### src/charge_guard_pkg.sv
// Shared constants and state types for the charge path fault supervisor
package charge_guard_pkg;
	localparam int unsigned CLK_HZ          = 10_000_000;
	localparam int unsigned SETTLE_US       = 10_000;
	localparam int unsigned SETTLE_CYC      = (SETTLE_US * (CLK_HZ / 1_000_000) > 0) ? SETTLE_US * (CLK_HZ / 1_000_000) : 1;
	localparam int unsigned BLANK_US        = 180;
	localparam int unsigned BLANK_CYC       = (BLANK_US * (CLK_HZ / 1_000_000) > 0) ? BLANK_US * (CLK_HZ / 1_000_000) : 1;
	localparam int unsigned SOFT_US         = 1_000;
	localparam int unsigned SOFT_CYC        = (SOFT_US * (CLK_HZ / 1_000_000) > 0) ? SOFT_US * (CLK_HZ / 1_000_000) : 1;
	localparam int unsigned SLOW_OFF_US     = 50;
	localparam int unsigned SLOW_OFF_CYC    = (SLOW_OFF_US * (CLK_HZ / 1_000_000) > 0) ? SLOW_OFF_US * (CLK_HZ / 1_000_000) : 1;
	localparam int unsigned TIMER_W         = 20;
	localparam int unsigned GATE_W          = 8;
	localparam int unsigned EVT_W           = 4;
	localparam logic [GATE_W-1:0] GATE_FULL = 8'hFF;
	localparam logic [GATE_W-1:0] GATE_ZERO = 8'h00;
	localparam logic [EVT_W-1:0]  EVT_LAST  = 4'hF;
	localparam logic [EVT_W-1:0]  EVT_ZERO  = 4'h0;
	localparam logic [TIMER_W-1:0] TMR_ZERO = 20'h00000;
	localparam logic [TIMER_W-1:0] TMR_ONE  = 20'h00001;

	typedef enum logic [2:0] {
		ST_OFF     = 3'b000,
		ST_SETTLE  = 3'b001,
		ST_SOFT    = 3'b010,
		ST_ON      = 3'b011,
		ST_RAMPDN  = 3'b100,
		ST_FAULT   = 3'b101,
		ST_LATCHED = 3'b110
	} sup_state_t;

	typedef enum logic [1:0] {
		CAUSE_NONE = 2'b00,
		CAUSE_BOV  = 2'b01,
		CAUSE_OC   = 2'b10,
		CAUSE_HOT  = 2'b11
	} cause_t;

	typedef struct packed {
		logic in_ov;
		logic bat_ov;
		logic over_cur;
		logic hot;
		logic cool;
	} faults_t;

	typedef struct packed {
		sup_state_t         st;
		cause_t             cause;
		logic [TIMER_W-1:0] tmr;
		logic [TIMER_W-1:0] bov_blank;
		logic [TIMER_W-1:0] oc_blank;
		logic [EVT_W-1:0]   bov_cnt;
		logic [EVT_W-1:0]   oc_cnt;
		logic               bov_dead;
		logic               oc_dead;
		logic               en_prev;
		logic [GATE_W-1:0]  gate;
		logic               flag;
	} sup_regs_t;
endpackage

### src/charge_path_fault_supervisor.sv
// Control logic of the charging-path safety switch
`timescale 1ns/100ps

// Overview of operation
// Switch off while supply below reset threshold
// After supply good, wait 10ms then start
// Soft-start ramps switch gate gradually
// Input overvoltage kills switch within 1us
// Input overvoltage clear reruns delay and soft-start
// Input overvoltage during delay blocks soft-start
// Battery overvoltage needs full 180us blanking
// Sixteenth battery overvoltage event latches off
// Power cycling clears battery counter, restarts
// Overcurrent needs 180us qualification before off
// Sixteenth overcurrent event latches off
// Overcurrent latch cleared by power or enable
// Die at 150C turns switch off
// Stay off until die below 110C
// Fault flag low while protection holds off
// Slow turn-off for overcurrent, battery overvoltage
// Enable low turns off, high restarts
// Counters step once per qualified fault entry
module charge_path_fault_supervisor
	import charge_guard_pkg::*;
(
	input  wire logic              REF_CLK,       // 10 MHz timebase
	input  wire logic              ARST_N,        // Supply supervisor, low below reset threshold
	input  wire logic              ENABLE,        // Enable from external controller
	input  wire logic              INPUT_OV,      // Input overvoltage comparator
	input  wire logic              BATTERY_OV,    // Battery overvoltage comparator
	input  wire logic              OVER_CURRENT,  // Overcurrent comparator
	input  wire logic              DIE_HOT,       // Die at or above 150 C
	input  wire logic              DIE_COOL,      // Die below 110 C
	output logic [GATE_W-1:0]      SWITCH_GATE,   // Switch gate drive level
	output logic                   SWITCH_ON,     // Switch fully enabled
	output logic                   FAULT_O,       // Fault pin output value, always low
	output logic                   FAULT_OE_N     // Fault pin drive enable, low pulls pin low
);

	sup_regs_t q_r;
	sup_regs_t q_nxt;
	faults_t   f;

	always_comb begin
		f.in_ov    = INPUT_OV;
		f.bat_ov   = BATTERY_OV;
		f.over_cur = OVER_CURRENT;
		f.hot      = DIE_HOT;
		f.cool     = DIE_COOL;
	end

	function automatic logic [TIMER_W-1:0] count_up(input logic [TIMER_W-1:0] v, input logic hold);
		count_up = hold ? ((v == TIMER_W'(BLANK_CYC)) ? v : v + TMR_ONE) : TMR_ZERO;
	endfunction

	function automatic logic [EVT_W-1:0] bump(input logic [EVT_W-1:0] v);
		bump = (v == EVT_LAST) ? v : v + 4'h1;
	endfunction

	logic bov_qual;
	logic oc_qual;
	logic restart_ok;

	always_comb begin
		q_nxt      = q_r;
		q_nxt.en_prev = ENABLE;
		// Blanking counters only run with the switch conducting
		q_nxt.bov_blank = count_up(q_r.bov_blank, f.bat_ov && (q_r.st == ST_ON || q_r.st == ST_SOFT));
		q_nxt.oc_blank  = count_up(q_r.oc_blank, f.over_cur && (q_r.st == ST_ON || q_r.st == ST_SOFT));
		bov_qual   = (q_r.bov_blank == TIMER_W'(BLANK_CYC - 1)) && f.bat_ov;
		oc_qual    = (q_r.oc_blank == TIMER_W'(BLANK_CYC - 1)) && f.over_cur;
		restart_ok = ENABLE && !f.in_ov && !q_r.bov_dead && !q_r.oc_dead && !f.hot;

		// Enable rising edge releases the overcurrent latch only
		if (ENABLE && !q_r.en_prev) begin
			q_nxt.oc_dead = 1'b0;
			q_nxt.oc_cnt  = EVT_ZERO;
		end

		case (q_r.st)
			ST_OFF: begin
				q_nxt.gate = GATE_ZERO;
				// Flag holds while input overvoltage keeps the switch off
				q_nxt.flag = f.in_ov;
				if (f.hot) begin
					// Hot die must cool past the low threshold before any restart
					q_nxt.st    = ST_FAULT;
					q_nxt.cause = CAUSE_HOT;
					q_nxt.flag  = 1'b1;
				end else if (restart_ok && !(q_r.oc_dead && !(ENABLE && !q_r.en_prev))) begin
					q_nxt.st  = ST_SETTLE;
					q_nxt.tmr = TMR_ZERO;
				end
			end
			ST_SETTLE: begin
				q_nxt.gate = GATE_ZERO;
				q_nxt.tmr  = q_r.tmr + TMR_ONE;
				if (!ENABLE || f.in_ov || f.hot) begin
					q_nxt.st   = ST_OFF;
					q_nxt.flag = f.in_ov || f.hot;
				end else if (q_r.tmr == TIMER_W'(SETTLE_CYC - 1)) begin
					q_nxt.st  = ST_SOFT;
					q_nxt.tmr = TMR_ZERO;
				end
			end
			ST_SOFT, ST_ON: begin
				if (q_r.st == ST_SOFT) begin
					// Gate steps up evenly over the soft-start window
					q_nxt.tmr = q_r.tmr + TMR_ONE;
					if (q_r.tmr == TIMER_W'(SOFT_CYC - 1)) begin
						q_nxt.gate = GATE_FULL;
						q_nxt.st   = ST_ON;
					end else begin
						// Product needs 32 bits, a timer-wide product would wrap
						q_nxt.gate = GATE_W'((32'(q_r.tmr) * 32'(GATE_FULL)) / 32'(SOFT_CYC));
					end
				end
				if (f.in_ov) begin
					q_nxt.gate  = GATE_ZERO;
					q_nxt.st    = ST_OFF;
					q_nxt.flag  = 1'b1;
				end else if (!ENABLE) begin
					q_nxt.gate  = GATE_ZERO;
					q_nxt.st    = ST_OFF;
				end else if (f.hot) begin
					q_nxt.st    = ST_RAMPDN;
					q_nxt.cause = CAUSE_HOT;
					q_nxt.tmr   = TMR_ZERO;
					q_nxt.flag  = 1'b1;
				end else if (bov_qual) begin
					q_nxt.st    = ST_RAMPDN;
					q_nxt.cause = CAUSE_BOV;
					q_nxt.tmr   = TMR_ZERO;
					q_nxt.flag  = 1'b1;
					q_nxt.bov_cnt = bump(q_r.bov_cnt);
					q_nxt.bov_dead = (q_r.bov_cnt == EVT_LAST) || q_r.bov_dead;
				end else if (oc_qual) begin
					q_nxt.st    = ST_RAMPDN;
					q_nxt.cause = CAUSE_OC;
					q_nxt.tmr   = TMR_ZERO;
					q_nxt.flag  = 1'b1;
					q_nxt.oc_cnt = bump(q_r.oc_cnt);
					q_nxt.oc_dead = (q_r.oc_cnt == EVT_LAST) || q_r.oc_dead;
				end
			end
			ST_RAMPDN: begin
				// Slow discharge keeps input overshoot small
				q_nxt.tmr  = q_r.tmr + TMR_ONE;
				q_nxt.gate = (q_r.gate > GATE_W'(1)) ? q_r.gate - GATE_W'(1) : GATE_ZERO;
				if (f.in_ov || q_r.tmr == TIMER_W'(SLOW_OFF_CYC - 1)) begin
					q_nxt.gate = GATE_ZERO;
					q_nxt.st   = (q_r.bov_dead || q_r.oc_dead) ? ST_LATCHED : ST_FAULT;
				end
			end
			ST_FAULT: begin
				q_nxt.gate = GATE_ZERO;
				q_nxt.flag = 1'b1;
				if (q_r.cause == CAUSE_HOT) begin
					if (f.cool && !f.hot) begin
						q_nxt.st    = ST_OFF;
						q_nxt.cause = CAUSE_NONE;
					end
				end else if (!f.bat_ov && !f.over_cur) begin
					// Retry once both battery and current comparators have cleared
					q_nxt.st    = ST_OFF;
					q_nxt.cause = CAUSE_NONE;
				end
			end
			ST_LATCHED: begin
				q_nxt.gate = GATE_ZERO;
				q_nxt.flag = 1'b1;
				// Battery latch never clears here; only supply loss does
				if (!q_r.bov_dead && ENABLE && !q_r.en_prev) begin
					q_nxt.st    = ST_OFF;
					q_nxt.cause = CAUSE_NONE;
					q_nxt.flag  = 1'b0;
				end
			end
			default: begin
				q_nxt.st   = ST_OFF;
				q_nxt.gate = GATE_ZERO;
			end
		endcase
	end

	// Supply supervisor is the only reset, so power cycling clears everything
	always_ff @(posedge REF_CLK or negedge ARST_N) begin
		if (!ARST_N) begin
			q_r <= '{st: ST_OFF, cause: CAUSE_NONE, tmr: TMR_ZERO, bov_blank: TMR_ZERO, oc_blank: TMR_ZERO,
				bov_cnt: EVT_ZERO, oc_cnt: EVT_ZERO, bov_dead: 1'b0, oc_dead: 1'b0, en_prev: 1'b0,
				gate: GATE_ZERO, flag: 1'b0};
		end else begin
			q_r <= q_nxt;
		end
	end

	// Input overvoltage bypasses the register for sub-microsecond cut
	always_comb begin
		SWITCH_GATE = (f.in_ov || !ARST_N) ? GATE_ZERO : q_r.gate;
	end

	assign SWITCH_ON  = (q_r.st == ST_ON) && !f.in_ov;
	assign FAULT_O    = 1'b0;
	assign FAULT_OE_N = !q_r.flag;

endmodule

### config.mk
export PLATFORM = sky130hd
export DESIGN_NAME = charge_path_fault_supervisor
export DESIGN_NICKNAME = d
export VERILOG_FILES = /design/src/charge_guard_pkg.sv /design/src/charge_path_fault_supervisor.sv
export SDC_FILE = /design/constraint.sdc
export NUM_CORES = 1
export LEC_CHECK = 0
export BUFFER_PORTS_ARGS = -buffer_cell sky130_fd_sc_hd__buf_2
export CAP_MARGIN = 15
export CORE_UTILIZATION = 65
export DETAILED_ROUTE_END_ITERATION = 16
export GPL_TIMING_DRIVEN = 0
export PLACE_DENSITY = 0.82
export SETUP_SLACK_MARGIN = 0.02
export SYNTH_ARGS = -nofsm -noshare
export SYNTH_HDL_FRONTEND = slang
export SYNTH_SLANG_ARGS = --single-unit
### constraint.sdc
create_clock -name REF_CLK -period 25.2 [get_ports REF_CLK]
set_clock_uncertainty 0.2 [all_clocks]
set_input_delay 5.04 -clock REF_CLK [delete_from_list [all_inputs] [get_ports REF_CLK]]
set_output_delay 5.04 -clock REF_CLK [all_outputs]
set_load 0.05 [all_outputs]
# Word level (Yosys, flattened, before mapping)
# Index checks and enable logic that the tools add are counted.
[totals] ff_bits=85 input_bits=8 out_inout_bits=11 wordCells=169
[classes] add_sub_neg=6 mul=1 div=1 n_lt_le_gt_ge=1 eq_ne=37 mux=60 bitwise_logic=3 n_reduce_logical=48
[ops] operator="$mux 20" count=9
[ops] operator="$eq 20x11->1 const B" count=4
[ops] operator="$pmux 20 s4" count=1
[ops] operator="$mux 25" count=3
[ops] operator="$add 20x1->20 const B" count=3
[ops] operator="$mux 8" count=6
[ops] operator="$mux 22" count=2
[ops] operator="$div 28x14->32 const B" count=1
[ops] operator="$mul 20x8->28 const B" count=1
[ops] operator="$mux 3" count=9
[ops] operator="$mux 6" count=4
[ops] operator="$ne 7x7->1 const B" count=3
[ops] operator="$eq 20x14->1 const B" count=1
[ops] operator="$eq 20x17->1 const B" count=1
[ops] operator="$eq 20x9->1 const B" count=1
[ops] operator="$mux 5" count=4
[ops] operator="$ne 2x2->1 const B" count=10
[ops] operator="$pmux 3 s6" count=1
[ops] operator="$logic_and 1x1->1" count=16
[ops] operator="$mux 4" count=4
[ops] operator="$pmux 8 s2" count=1
[ops] operator="$reduce_and 8->1" count=2
[ops] operator="$ne 3x3->1 const B" count=5
[ops] operator="$logic_not 1->1" count=12
[ops] operator="other kinds (25)" count=53

# Logic depth before layout (Yosys ltp)
# Gate-level depths: netlist (run 1).
[logic_depth] depth_word=9 depth_mapped=71 depth_no_buf=58

# Worst setup path before layout (run 1)
# Ideal clock, no wire load.
[synth_path] path_type="register to register" start="register q_r[73] (netlist bit)" end="register q_r[1] (netlist bit)" setup_time_ns=0.149 t_arrival_ns=15.113 required_ns=24.851 setup_slack_ns=9.738 stages_incl_launch_ff=63 n_path_buf=4 period_less_slack_ns=15.462 cell_sequence="dfrtp_1 -> inv_1 -> fa_1 -> fa_1 -> inv_1 -> fa_1 -> inv_1 -> fa_1 -> inv_1 -> ha_1 -> buf_2 -> and4_1 -> o211a_1 -> a22o_4 -> o41a_4 -> xor2_2 -> a211oi_2 -> and4_1 -> [27 not listed] -> xnor2_1 -> a211o_1 -> and3_1 -> o31a_1 -> a211oi_4 -> nor2_2 -> and2_1 -> and3_1 -> o221a_2 -> a22oi_2 -> nor3_2 -> xnor2_1 -> a311oi_2 -> o21a_2 -> a211oi_1 -> o22ai_1 -> a221oi_2 -> o41ai_2"
[synth_via] elab_chain_len=7 elab_cells_between_ends=11 classes_between="1 x mul; 1 x div; 2 x eq/ne; 6 x mux; 1 x reduce/logical"
[synth_lines] item="from (decl)" line="charge_path_fault_supervisor.sv:40" rtl="sup_regs_t q_r;"
[synth_lines] item="from (signal assigned)" line="charge_path_fault_supervisor.sv:189" rtl="q_r <= '{st: ST_OFF, cause: CAUSE_NONE, tmr: TMR_ZERO, bov_blank: TMR_ZERO, oc_blank: TMR_ZERO,"
[synth_lines] item="from (signal assigned)" line="charge_path_fault_supervisor.sv:193" rtl="q_r <= q_nxt;"
[synth_lines] item="$mul 20x8->28" line="charge_path_fault_supervisor.sv:115" rtl="q_nxt.gate = GATE_W'((32'(q_r.tmr) * 32'(GATE_FULL)) / 32'(SOFT_CYC));"
[synth_lines] item="$div 28x14->32" line="charge_path_fault_supervisor.sv:115"
[synth_lines] item="$mux 8" line="charge_path_fault_supervisor.sv:110" rtl="if (q_r.tmr == TIMER_W'(SOFT_CYC - 1)) begin"
[synth_lines] item="$mux 8" line="charge_path_fault_supervisor.sv:107" rtl="if (q_r.st == ST_SOFT) begin"
[synth_lines] item="$mux 8" line="charge_path_fault_supervisor.sv:122" rtl="end else if (!ENABLE) begin"
[synth_lines] item="$mux 9" line="charge_path_fault_supervisor.sv:118" rtl="if (f.in_ov) begin"
[synth_lines] item="$pmux 8 s2 *" line="charge_path_fault_supervisor.sv:80" rtl="case (q_r.st)"
# Mark *: on every way between the ends. The rest lies on a longest branch, timed or not. The select of a mux whose other input is x is not followed.
# A chain may end at the register's enable or synchronous reset.

# Worst setup path in the final report (run 1)
[layout_path] start="register q_r[64] (netlist bit)" end="register q_r[1] (netlist bit)"
# Same word-level chain as after synthesis.

==> results of run 1 <==
cells in the final DEF, fill, tap and decap left out, drive strengths merged, types with 12 or more instances in the layout:
master	synthesis	layout
nand3	58	58
nor4	19	19
a31oi	24	24
nor2	162	162
xnor2	64	64
nor3	57	57
a21o	22	22
o211a	12	12
mux2i	20	20
a21oi	138	138
a21boi	16	16
and3	32	32
or3	18	18
o21ai	142	142
nand4	31	31
buf	27	45
ha	87	87
or2	22	22
xor2	53	53
a211oi	22	22
o211ai	25	25
clkbuf	32	42
and2	38	38
dfrtp	85	85
inv	182	182
fa	90	90
nand2	179	179
o21a	24	24
metrics by stage:
stage | utilization [%] | hold WS, ns | std cells
floorplan | - | 0.2463 | 1907
global placement | 68.28 | 0.2626 | 2209
detailed placement | 68.41 | 0.2737 | 2210
CTS | 69.84 | 0.2822 | 2226
global route | 69.84 | 0.3059 | 2226
finish | 69.84 | 0.2808 | 2226
worst max-delay path, delay by kind of cell, from the launching register on:
family	cells	cell delay, ns
buffers and inverters	5	0.60
muxes	4	1.71
DFF	1	0.58
adders and majority gates	5	2.65
and+or+nand+nor	9	2.23
AOI/OAI and AO/OA	34	9.67
xor gates and xnor gates	2	0.67
final cells by class:
type	count	area [um2]	share of cell area (%)
buffer	59	301.5	1.901
clock buffer	10	239.0	1.507
clock inverter	6	86.33	0.5443
inverter	182	683.2	4.307
multi-input combinational	1581	11950	75.36
sequential	85	2127	13.41
tap	285	356.6	2.248
timing repair buffer	18	115.1	0.7258
routing by layer:
| layer | vias to the layer above | global-route usage [%] | share of wire, % |
|---|---|---|---|
| met3 | 50 | 3.054 | 4.9 |
| met2 | 467 | 52.01 | 48 |
| met1 | 6903 | 44.02 | 47 |
| li1 | 6896 | - | - |
| met4 | 0 | 5.381 | 1.1 |
| met5 | - | 0 | 0 |
worst max path at each step:
stage	endpoint	slack (ns)	cells after the start
2_1_floorplan	q_r[1]	9.74	62
5_1_grt	q_r[1]	5.35	60
3_3_place_gp	q_r[1]	7.54	61
4_1_cts	q_r[1]	7.03	59
3_5_place_dp	q_r[1]	7.08	59
6_report	q_r[1]	6.70	59
kinds of logic (layout without fill, tap and decap cells):
family                   after synthesis  count (layout)  synth area share [%]
AND/OR/NAND/NOR                      675             675                 22.83
AO/OA/AOI/OAI                        572             572                 27.13
buffers and inverters                241             275                 6.537
adder cells (fa/ha/maj)              187             187                 19.86
XOR/XNOR                             117             117                 7.226
flip-flops                            85              85                 14.12
multiplexers                          29              29                 2.276
other                                  1               1               0.02490
==> impl_summary.md, run 1 <==
Drt
The routed wire length is 36770 um. The remaining design rule violation count is 0. The total number of vias is 14320.

In the routed layout, each cell is associated on average with a via count of 6.431. For this block, the initial DRC count from the detailed router was 1315. The average wire length per cell after detail routing is 16.52 um.

The count of nets left with antenna violations after detail routing is 0. The first detailed-routing pass ran for 6 iterations.

Hold path
The worst hold path terminates at q_r[19]. The startpoint identified for the worst hold timing path is q_r[19]. Counting instances, the worst hold path has a depth of 1.

The tightest min-delay check is of the reg2reg type.

Yosys
The post-synthesis cell type count is 134. The share of the yosys chip area belonging to registers is 14.12%. In this run, synthesis produced a sequential element count of 85. Counting every net in the synthesized netlist gives 2092.

Sorting the synthesized cells by area gives the leading types as sky130_fd_sc_hd__dfrtp_1 14%, sky130_fd_sc_hd__fa_1 12%, sky130_fd_sc_hd__ha_1 7.2%. Of all cell types, the one taking the most synthesized area is sky130_fd_sc_hd__dfrtp_1. For this run, asynchronously set or reset flops after synthesis account for 100.0%.

The fraction of synthesized cell area taken by the top area cell type is 14.12%. Yosys instantiated no cell more often than sky130_fd_sc_hd__inv_1. In this run, synthesis inferred 0 flip-flops with an integrated enable. Counting every instance in the synthesized netlist gives 1907.

After synthesis the cells add up to 15060 um2. The number of warnings reported in the yosys synthesis log is 0. The dominant register cell in the synthesized netlist is sky130_fd_sc_hd__dfrtp_1. Sorting the synthesized cells by how often they occur yields 181 x sky130_fd_sc_hd__inv_1, 177 x sky130_fd_sc_hd__nand2_1, 156 x sky130_fd_sc_hd__nor2_1. The average cell area after synthesis is 7.899 um2.

Critical path
The worst register-to-register path ends at q_r[1]. In this run the critical register-to-register path is launched from q_r[64]. The critical path in this run is classified as reg2reg. The data arrival time of the worst path is 18.47 ns.

The critical path starts at q_r[64]. The register-to-register setup slack is 6.70 ns. The capturing element type of the critical path is a flop.

In this run the worst path has a maximum fanout of 10. Among all stages on the critical path, the largest delay is contributed by sky130_fd_sc_hd__a31oi_1. The critical path launch point type is a flop. The required time reported for the critical path endpoint is 25.18 ns. For the worst flop-to-flop path, the logic depth is 59. On the worst path, the slowest cell contributes a delay of 0.66 ns.

Timing
In the final timing run, aggregate negative setup slack is 0 ns. Across all setup checks in the final design, the least slack found is 6.704 ns. The count of final hold-check violations is 0. The count of pins over their slew limit was 0.

The worst-case headroom to the max-slew limit is 22.82%. For the pin with the worst max-slew slack, the measured transition is 1.147 ns. Setup repair after global routing left no endpoint under its margin. Setup violations remaining at the end of the flow were counted as 0. Derived from the worst setup path, the maximum achievable clock frequency is 54.06 MHz.

The worst path needs 18.50 ns of the cycle, external delays included. The share of the cycle needed by the critical path after routing is 73.40%.

Run
The count of max-cap constraint violations is 0.

Clocking
The latest clock arrival within the worst-skew pair is 0.34 ns. The number of hold buffers added after cts is 0. The number of post-CTS setup repair buffers is 0. The clock tree root buffer cell is sky130_fd_sc_hd__clkbuf_16. The tree built by TritonCTS fans out to 85 sinks. In this run the number of H-tree levels came out at 3. After clock tree synthesis, the clock-pin slew on the worst setup and hold paths is 0.06 ns. The clock passes through at most 2 buffers. The total of cells resized after clock tree synthesis is 0. The CTS tree is done. The number of buffers inserted during clock tree synthesis is 9.

Die
The die is 154.2 um tall. The die is 154.2 um wide. The number of rows in the core area is 55. The top-level port count is 19. The floorplan step defined a die boundary enclosing 23790 um2. In this run the standard cell core region covers 22710 um2. The initial utilization of the core area, before any placement, comes to 66.33%.

Finish
The filler cells instantiated in the layout total 1842. q_r holds more flip-flops than any other register. The number of inserted diodes is 0.

Relative to the synthesized area, the layout overhead comes to 5.291%. The post-route netlist has 9.067% of its cells at a drive strength greater than 1. The final layout contains 2121 nets. After routing the design area is 15860 um2. The register with the most flip-flops in the layout has 85 of them. The largest registers in the layout are q_r: 85 flops.

Global route
Across every metal layer, demand over resource in global routing totals 31.05%. The number of global-route vias before repair is 13370. Entering global routing, the biggest net connects 61 pins. The residual overflow from global routing is 0. The initial antenna violation count came to 0. The first global-routing pass estimated 62640 um of wire.

Place
Timing analysis after detailed placement gives a worst setup slack of 7.075 ns. The cell area after placement is 15530 um2. The count of buffers inserted at the top-level ports is 17. The global placement routability congestion is 0.9059. The HPWL after detailed placement is 29120 um.

Run status
The run finished with clean final reports.
Power of run 1 is not shown: default switching activity piles up to over one toggle a cycle in this logic, so the estimate is an artifact.
==> run 2, diff against run 1 <==
ABC_AREA = 1   (was default)
clock period = 17.5 ns   (was 25.2 ns; I/O delays follow)
==> run 2 against run 1 <==
Critical endpoint unchanged; worst hold slack better by 0.0086 ns; largest cell class unchanged; register-to-register slack worse by 4.7 ns; critical path depth up 51.
==> impl_summary.md, run 2 <==
Run status
The flow ran to the end, and the final reports show no timing, DRC or antenna violations.

Critical path
The register-to-register setup slack came to 2.03 ns (-4.67 ns). The biggest cell delay along the critical path came to 0.60 ns (-0.06 ns). In this run the critical register-to-register path is launched from q_r[77]. The family with the most delay on the worst path is simple AND/OR/NAND/NOR gates. The highest fanout seen on the critical path is 10 (unchanged). STA classifies the critical path endpoint as a flop. The start-to-end type of the worst setup path is reg2reg. The length in cells of the worst reg-to-reg path came to 110 (+86%). The most numerous cell type found on the critical path is sky130_fd_sc_hd__nand2_1. The number of buffer and inverter stages on the critical path is 14 (+9).

The critical path launch point type is a flop. The number of logic stages on the critical path including buffering is 110 (+86%). The required time reported for the critical path endpoint was 17.53 ns (-7.65 ns). Among all stages on the critical path, the largest delay is contributed by sky130_fd_sc_hd__dfrtp_1.

The data arrival time of the worst path is 15.50 ns (-2.97 ns). In this run the critical register-to-register path is captured at q_r[1].

Clocking
The number of hold buffers added after cts came to 0 (unchanged). The clock-pin transition on the worst setup and hold timing paths is 0.06 ns (about the same). The total of cells resized after clock tree synthesis is 0 (unchanged). The number of buffers inserted during clock tree synthesis was 9 (unchanged).

The CTS H-tree depth was 3 (unchanged). The CTS tree is done. The maximum clock path buffer count is 2 (unchanged). The number of sinks handled by clock tree synthesis is 85 (unchanged). The latest clock arrival within the worst-skew pair came to 0.33 ns (about the same).

The number of post-CTS setup repair buffers is 0 (unchanged). The clock tree root buffer cell is sky130_fd_sc_hd__clkbuf_16.

Finish
The total number of nets in the final design is 2602 (+23%). The proportion of layout cells with a drive suffix above 1 is 16.05% (+7.0 points). The signed area change from the synthesized netlist to the final layout is 5.048%.

Leaving out fill and tap cells, the most frequent cells in the layout are 563 x sky130_fd_sc_hd__nand2_1, 441 x sky130_fd_sc_hd__inv_1, 190 x sky130_fd_sc_hd__nand3_1, 189 x sky130_fd_sc_hd__nor2_1, 125 x sky130_fd_sc_hd__nand2_2. q_r holds more flip-flops than any other register. The number of inserted diodes was 0 (unchanged). The number of flip-flops in the largest register is 85 (unchanged). The largest registers in the layout are q_r: 85 flops.

The filler cell count is 2018 (+9.6%). The commonest non-fill, non-tap cell in the layout is sky130_fd_sc_hd__nand2_1.

Drt
The vias per cell was 5.345 (-17%). The average wire length per cell after detail routing is 12.55 um (-24%). The count of nets left with antenna violations after detail routing is 0 (unchanged). The remaining design rule violation count is 0 (unchanged). The initial DRC count came to 1001 (-24%). The total number of vias was 14660 (+2.4%). The detailed-router iteration count before antenna repair came to 6 (unchanged). The routed wire length was 34420 um (-6.4%).

Die
The die outline height is 159.2 um (+3.2%). The full die area came to 25340 um2 (+6.5%). The standard cell core area is 24250 um2 (+6.8%). The number of rows in the core area is 57 (+3.6%). The starting density of the core is 66.24% (-0.092 points). The top-level port count came to 19 (unchanged). The die extent in x is 159.2 um (+3.2%).

Global route
The maximum number of pins on one net before global-route repair is 64 (+4.9%). The number of global-route vias before repair was 13820 (+3.4%). The residual overflow from global routing is 0 (unchanged). The initial antenna violation count is 0 (unchanged). The overall routing resource usage was 27.73% (-3.3 points).

The global-route wire length before repair is 60620 um (-3.2%).

Yosys
The share of the yosys chip area belonging to registers is 13.24% (-0.88 points). The post-synthesis cell type count came to 66 (-51%). Ranked by total cell area, the synthesized netlist is headed by sky130_fd_sc_hd__dfrtp_1 13%, sky130_fd_sc_hd__nand2_1 13%, sky130_fd_sc_hd__fa_1 11%.

The average cell area after synthesis was 6.726 um2 (-15%). The cell taking the most area after synthesis is sky130_fd_sc_hd__dfrtp_1. Yosys instantiated no cell more often than sky130_fd_sc_hd__nand2_1. For this run, the leading register cell type out of synthesis is sky130_fd_sc_hd__dfrtp_1. The commonest cells after synthesis are 563 x sky130_fd_sc_hd__nand2_1, 441 x sky130_fd_sc_hd__inv_1, 190 x sky130_fd_sc_hd__nand3_1. The synthesized netlist net count is 2573 (+23%).

The share of synthesized flip-flops with an asynchronous set or reset is 100.0% (unchanged). The number of warnings reported in the yosys synthesis log is 0 (unchanged). The number of instances in the synthesized netlist came to 2388 (+25%).

The cell area after synthesis is 16060 um2 (+6.6%). The fraction of synthesized cell area taken by the top area cell type is 13.24% (-0.88 points). The total of flip-flops plus latches after synthesis is 85 (unchanged). The number of flops mapped to enable cells by yosys came to 0 (unchanged).

Timing
The post-route minimum period was 15.47 ns (-3.028 ns). The share of the cycle needed by the critical path after routing is 88.39% (+15 points). Setup repair after global routing left no endpoint under its margin. The maximum achievable frequency is 64.65 MHz (+20%). The setup total negative slack is 0 ns (unchanged). The count of pins over their slew limit is 0 (unchanged). The count of final hold-check violations is 0 (unchanged). The final-report setup violation count is 0 (unchanged). The actual slew at the worst max-slew pin is 0.9259 ns (-0.2215 ns). The worst-case headroom to the max-slew limit is 37.70% (+15 points).

Hold path
The worst hold path begins at q_r[19]. The type of the most critical hold path is reg2reg. The worst hold path terminates at q_r[19]. The worst hold path depth came to 1 (unchanged).

Place
The global placement routability congestion was 0.9510 (+5.0%). The count of buffers inserted at the top-level ports was 17 (unchanged). The placed wire-length estimate is 28720 um (-1.4%).

Run
The count of max-cap constraint violations came to 0 (unchanged).
-- run 2: changes by cell type after synthesis, moves of 31 or more --
cell and delta:
sky130_fd_sc_hd__inv_2 +35, sky130_fd_sc_hd__a21oi_1 -67, sky130_fd_sc_hd__nor2_1 +33, sky130_fd_sc_hd__nand2_1 +386, sky130_fd_sc_hd__inv_1 +260, sky130_fd_sc_hd__xnor2_1 -47, sky130_fd_sc_hd__nand2_2 +123, sky130_fd_sc_hd__o21ai_0 -44
sky130_fd_sc_hd__and2_1 -35, sky130_fd_sc_hd__and3_1 -31, sky130_fd_sc_hd__nand3_1 +132, sky130_fd_sc_hd__nand2_4 +57
-- run 2: worst max path at each step --
| stage | startpoint | end | slack (ns) |
|---|---|---|---|
| after floorplan | q_r[64] | q_r[1] | 4.20 |
| after global placement | q_r[76] | q_r[1] | 2.40 |
| after detailed placement | q_r[77] | q_r[1] | 2.13 |
| after CTS | q_r[77] | q_r[1] | 2.09 |
| after global routing | q_r[76] | q_r[1] | 0.64 |
| final | q_r[77] | q_r[1] | 2.03 |
-- run 2: through the flow --
stage / worst slack (ns) / area (um2) / util (%) / cells / hold WS, ns
floorplan: 4.200 / 16060 / - / 2388 / 0.2424
global placement: 2.400 / 16550 / 68.26 / 2729 / 0.2617
detailed placement: 2.128 / 16580 / 68.38 / 2730 / 0.2680
CTS: 2.086 / 16870 / 69.58 / 2742 / 0.2753
global route: 0.6368 / 16870 / 69.58 / 2742 / 0.3102
finish: 2.032 / 16870 / 69.58 / 2742 / 0.2894
-- run 2: kinds of logic after synthesis --
| group | Yosys count | share of synthesized area, % |
|---|---|---|
| simple gates | 1315 | 42.63 |
| flops | 85 | 13.24 |
| fa+ha+maj | 177 | 17.99 |
| buf+inv | 513 | 13.01 |
| xor+xnor | 83 | 4.690 |
| compound gates | 213 | 8.335 |
| mux | 1 | 0.07010 |
| other cells | 1 | 0.02335 |
-- run 2: final cells by class --
| type | instances | area (um2) | area share, % |
|---|---|---|---|
| Buffer | 19 | 214.0 | 1.268 |
| Inverter | 494 | 1876 | 11.12 |
| Multi-Input combinational cell | 1790 | 11850 | 70.20 |
| Clock inverter | 3 | 65.06 | 0.3856 |
| Timing Repair Buffer | 18 | 115.1 | 0.6822 |
| Sequential cell | 85 | 2127 | 12.61 |
| Clock buffer | 9 | 225.2 | 1.335 |
| Tap cell | 324 | 405.4 | 2.403 |
-- run 2: layer usage --
metal / GRT usage [%] / share of wire (%) / vias up
li1: - / - / 7474
met1: 37.37 / 46 / 6818
met2: 48.68 / 49 / 315
met3: 2.683 / 3.7 / 48
met4: 4.939 / 1.4 / 0
met5: 0 / 0 / -
Power of run 2 is left out for the same reason.
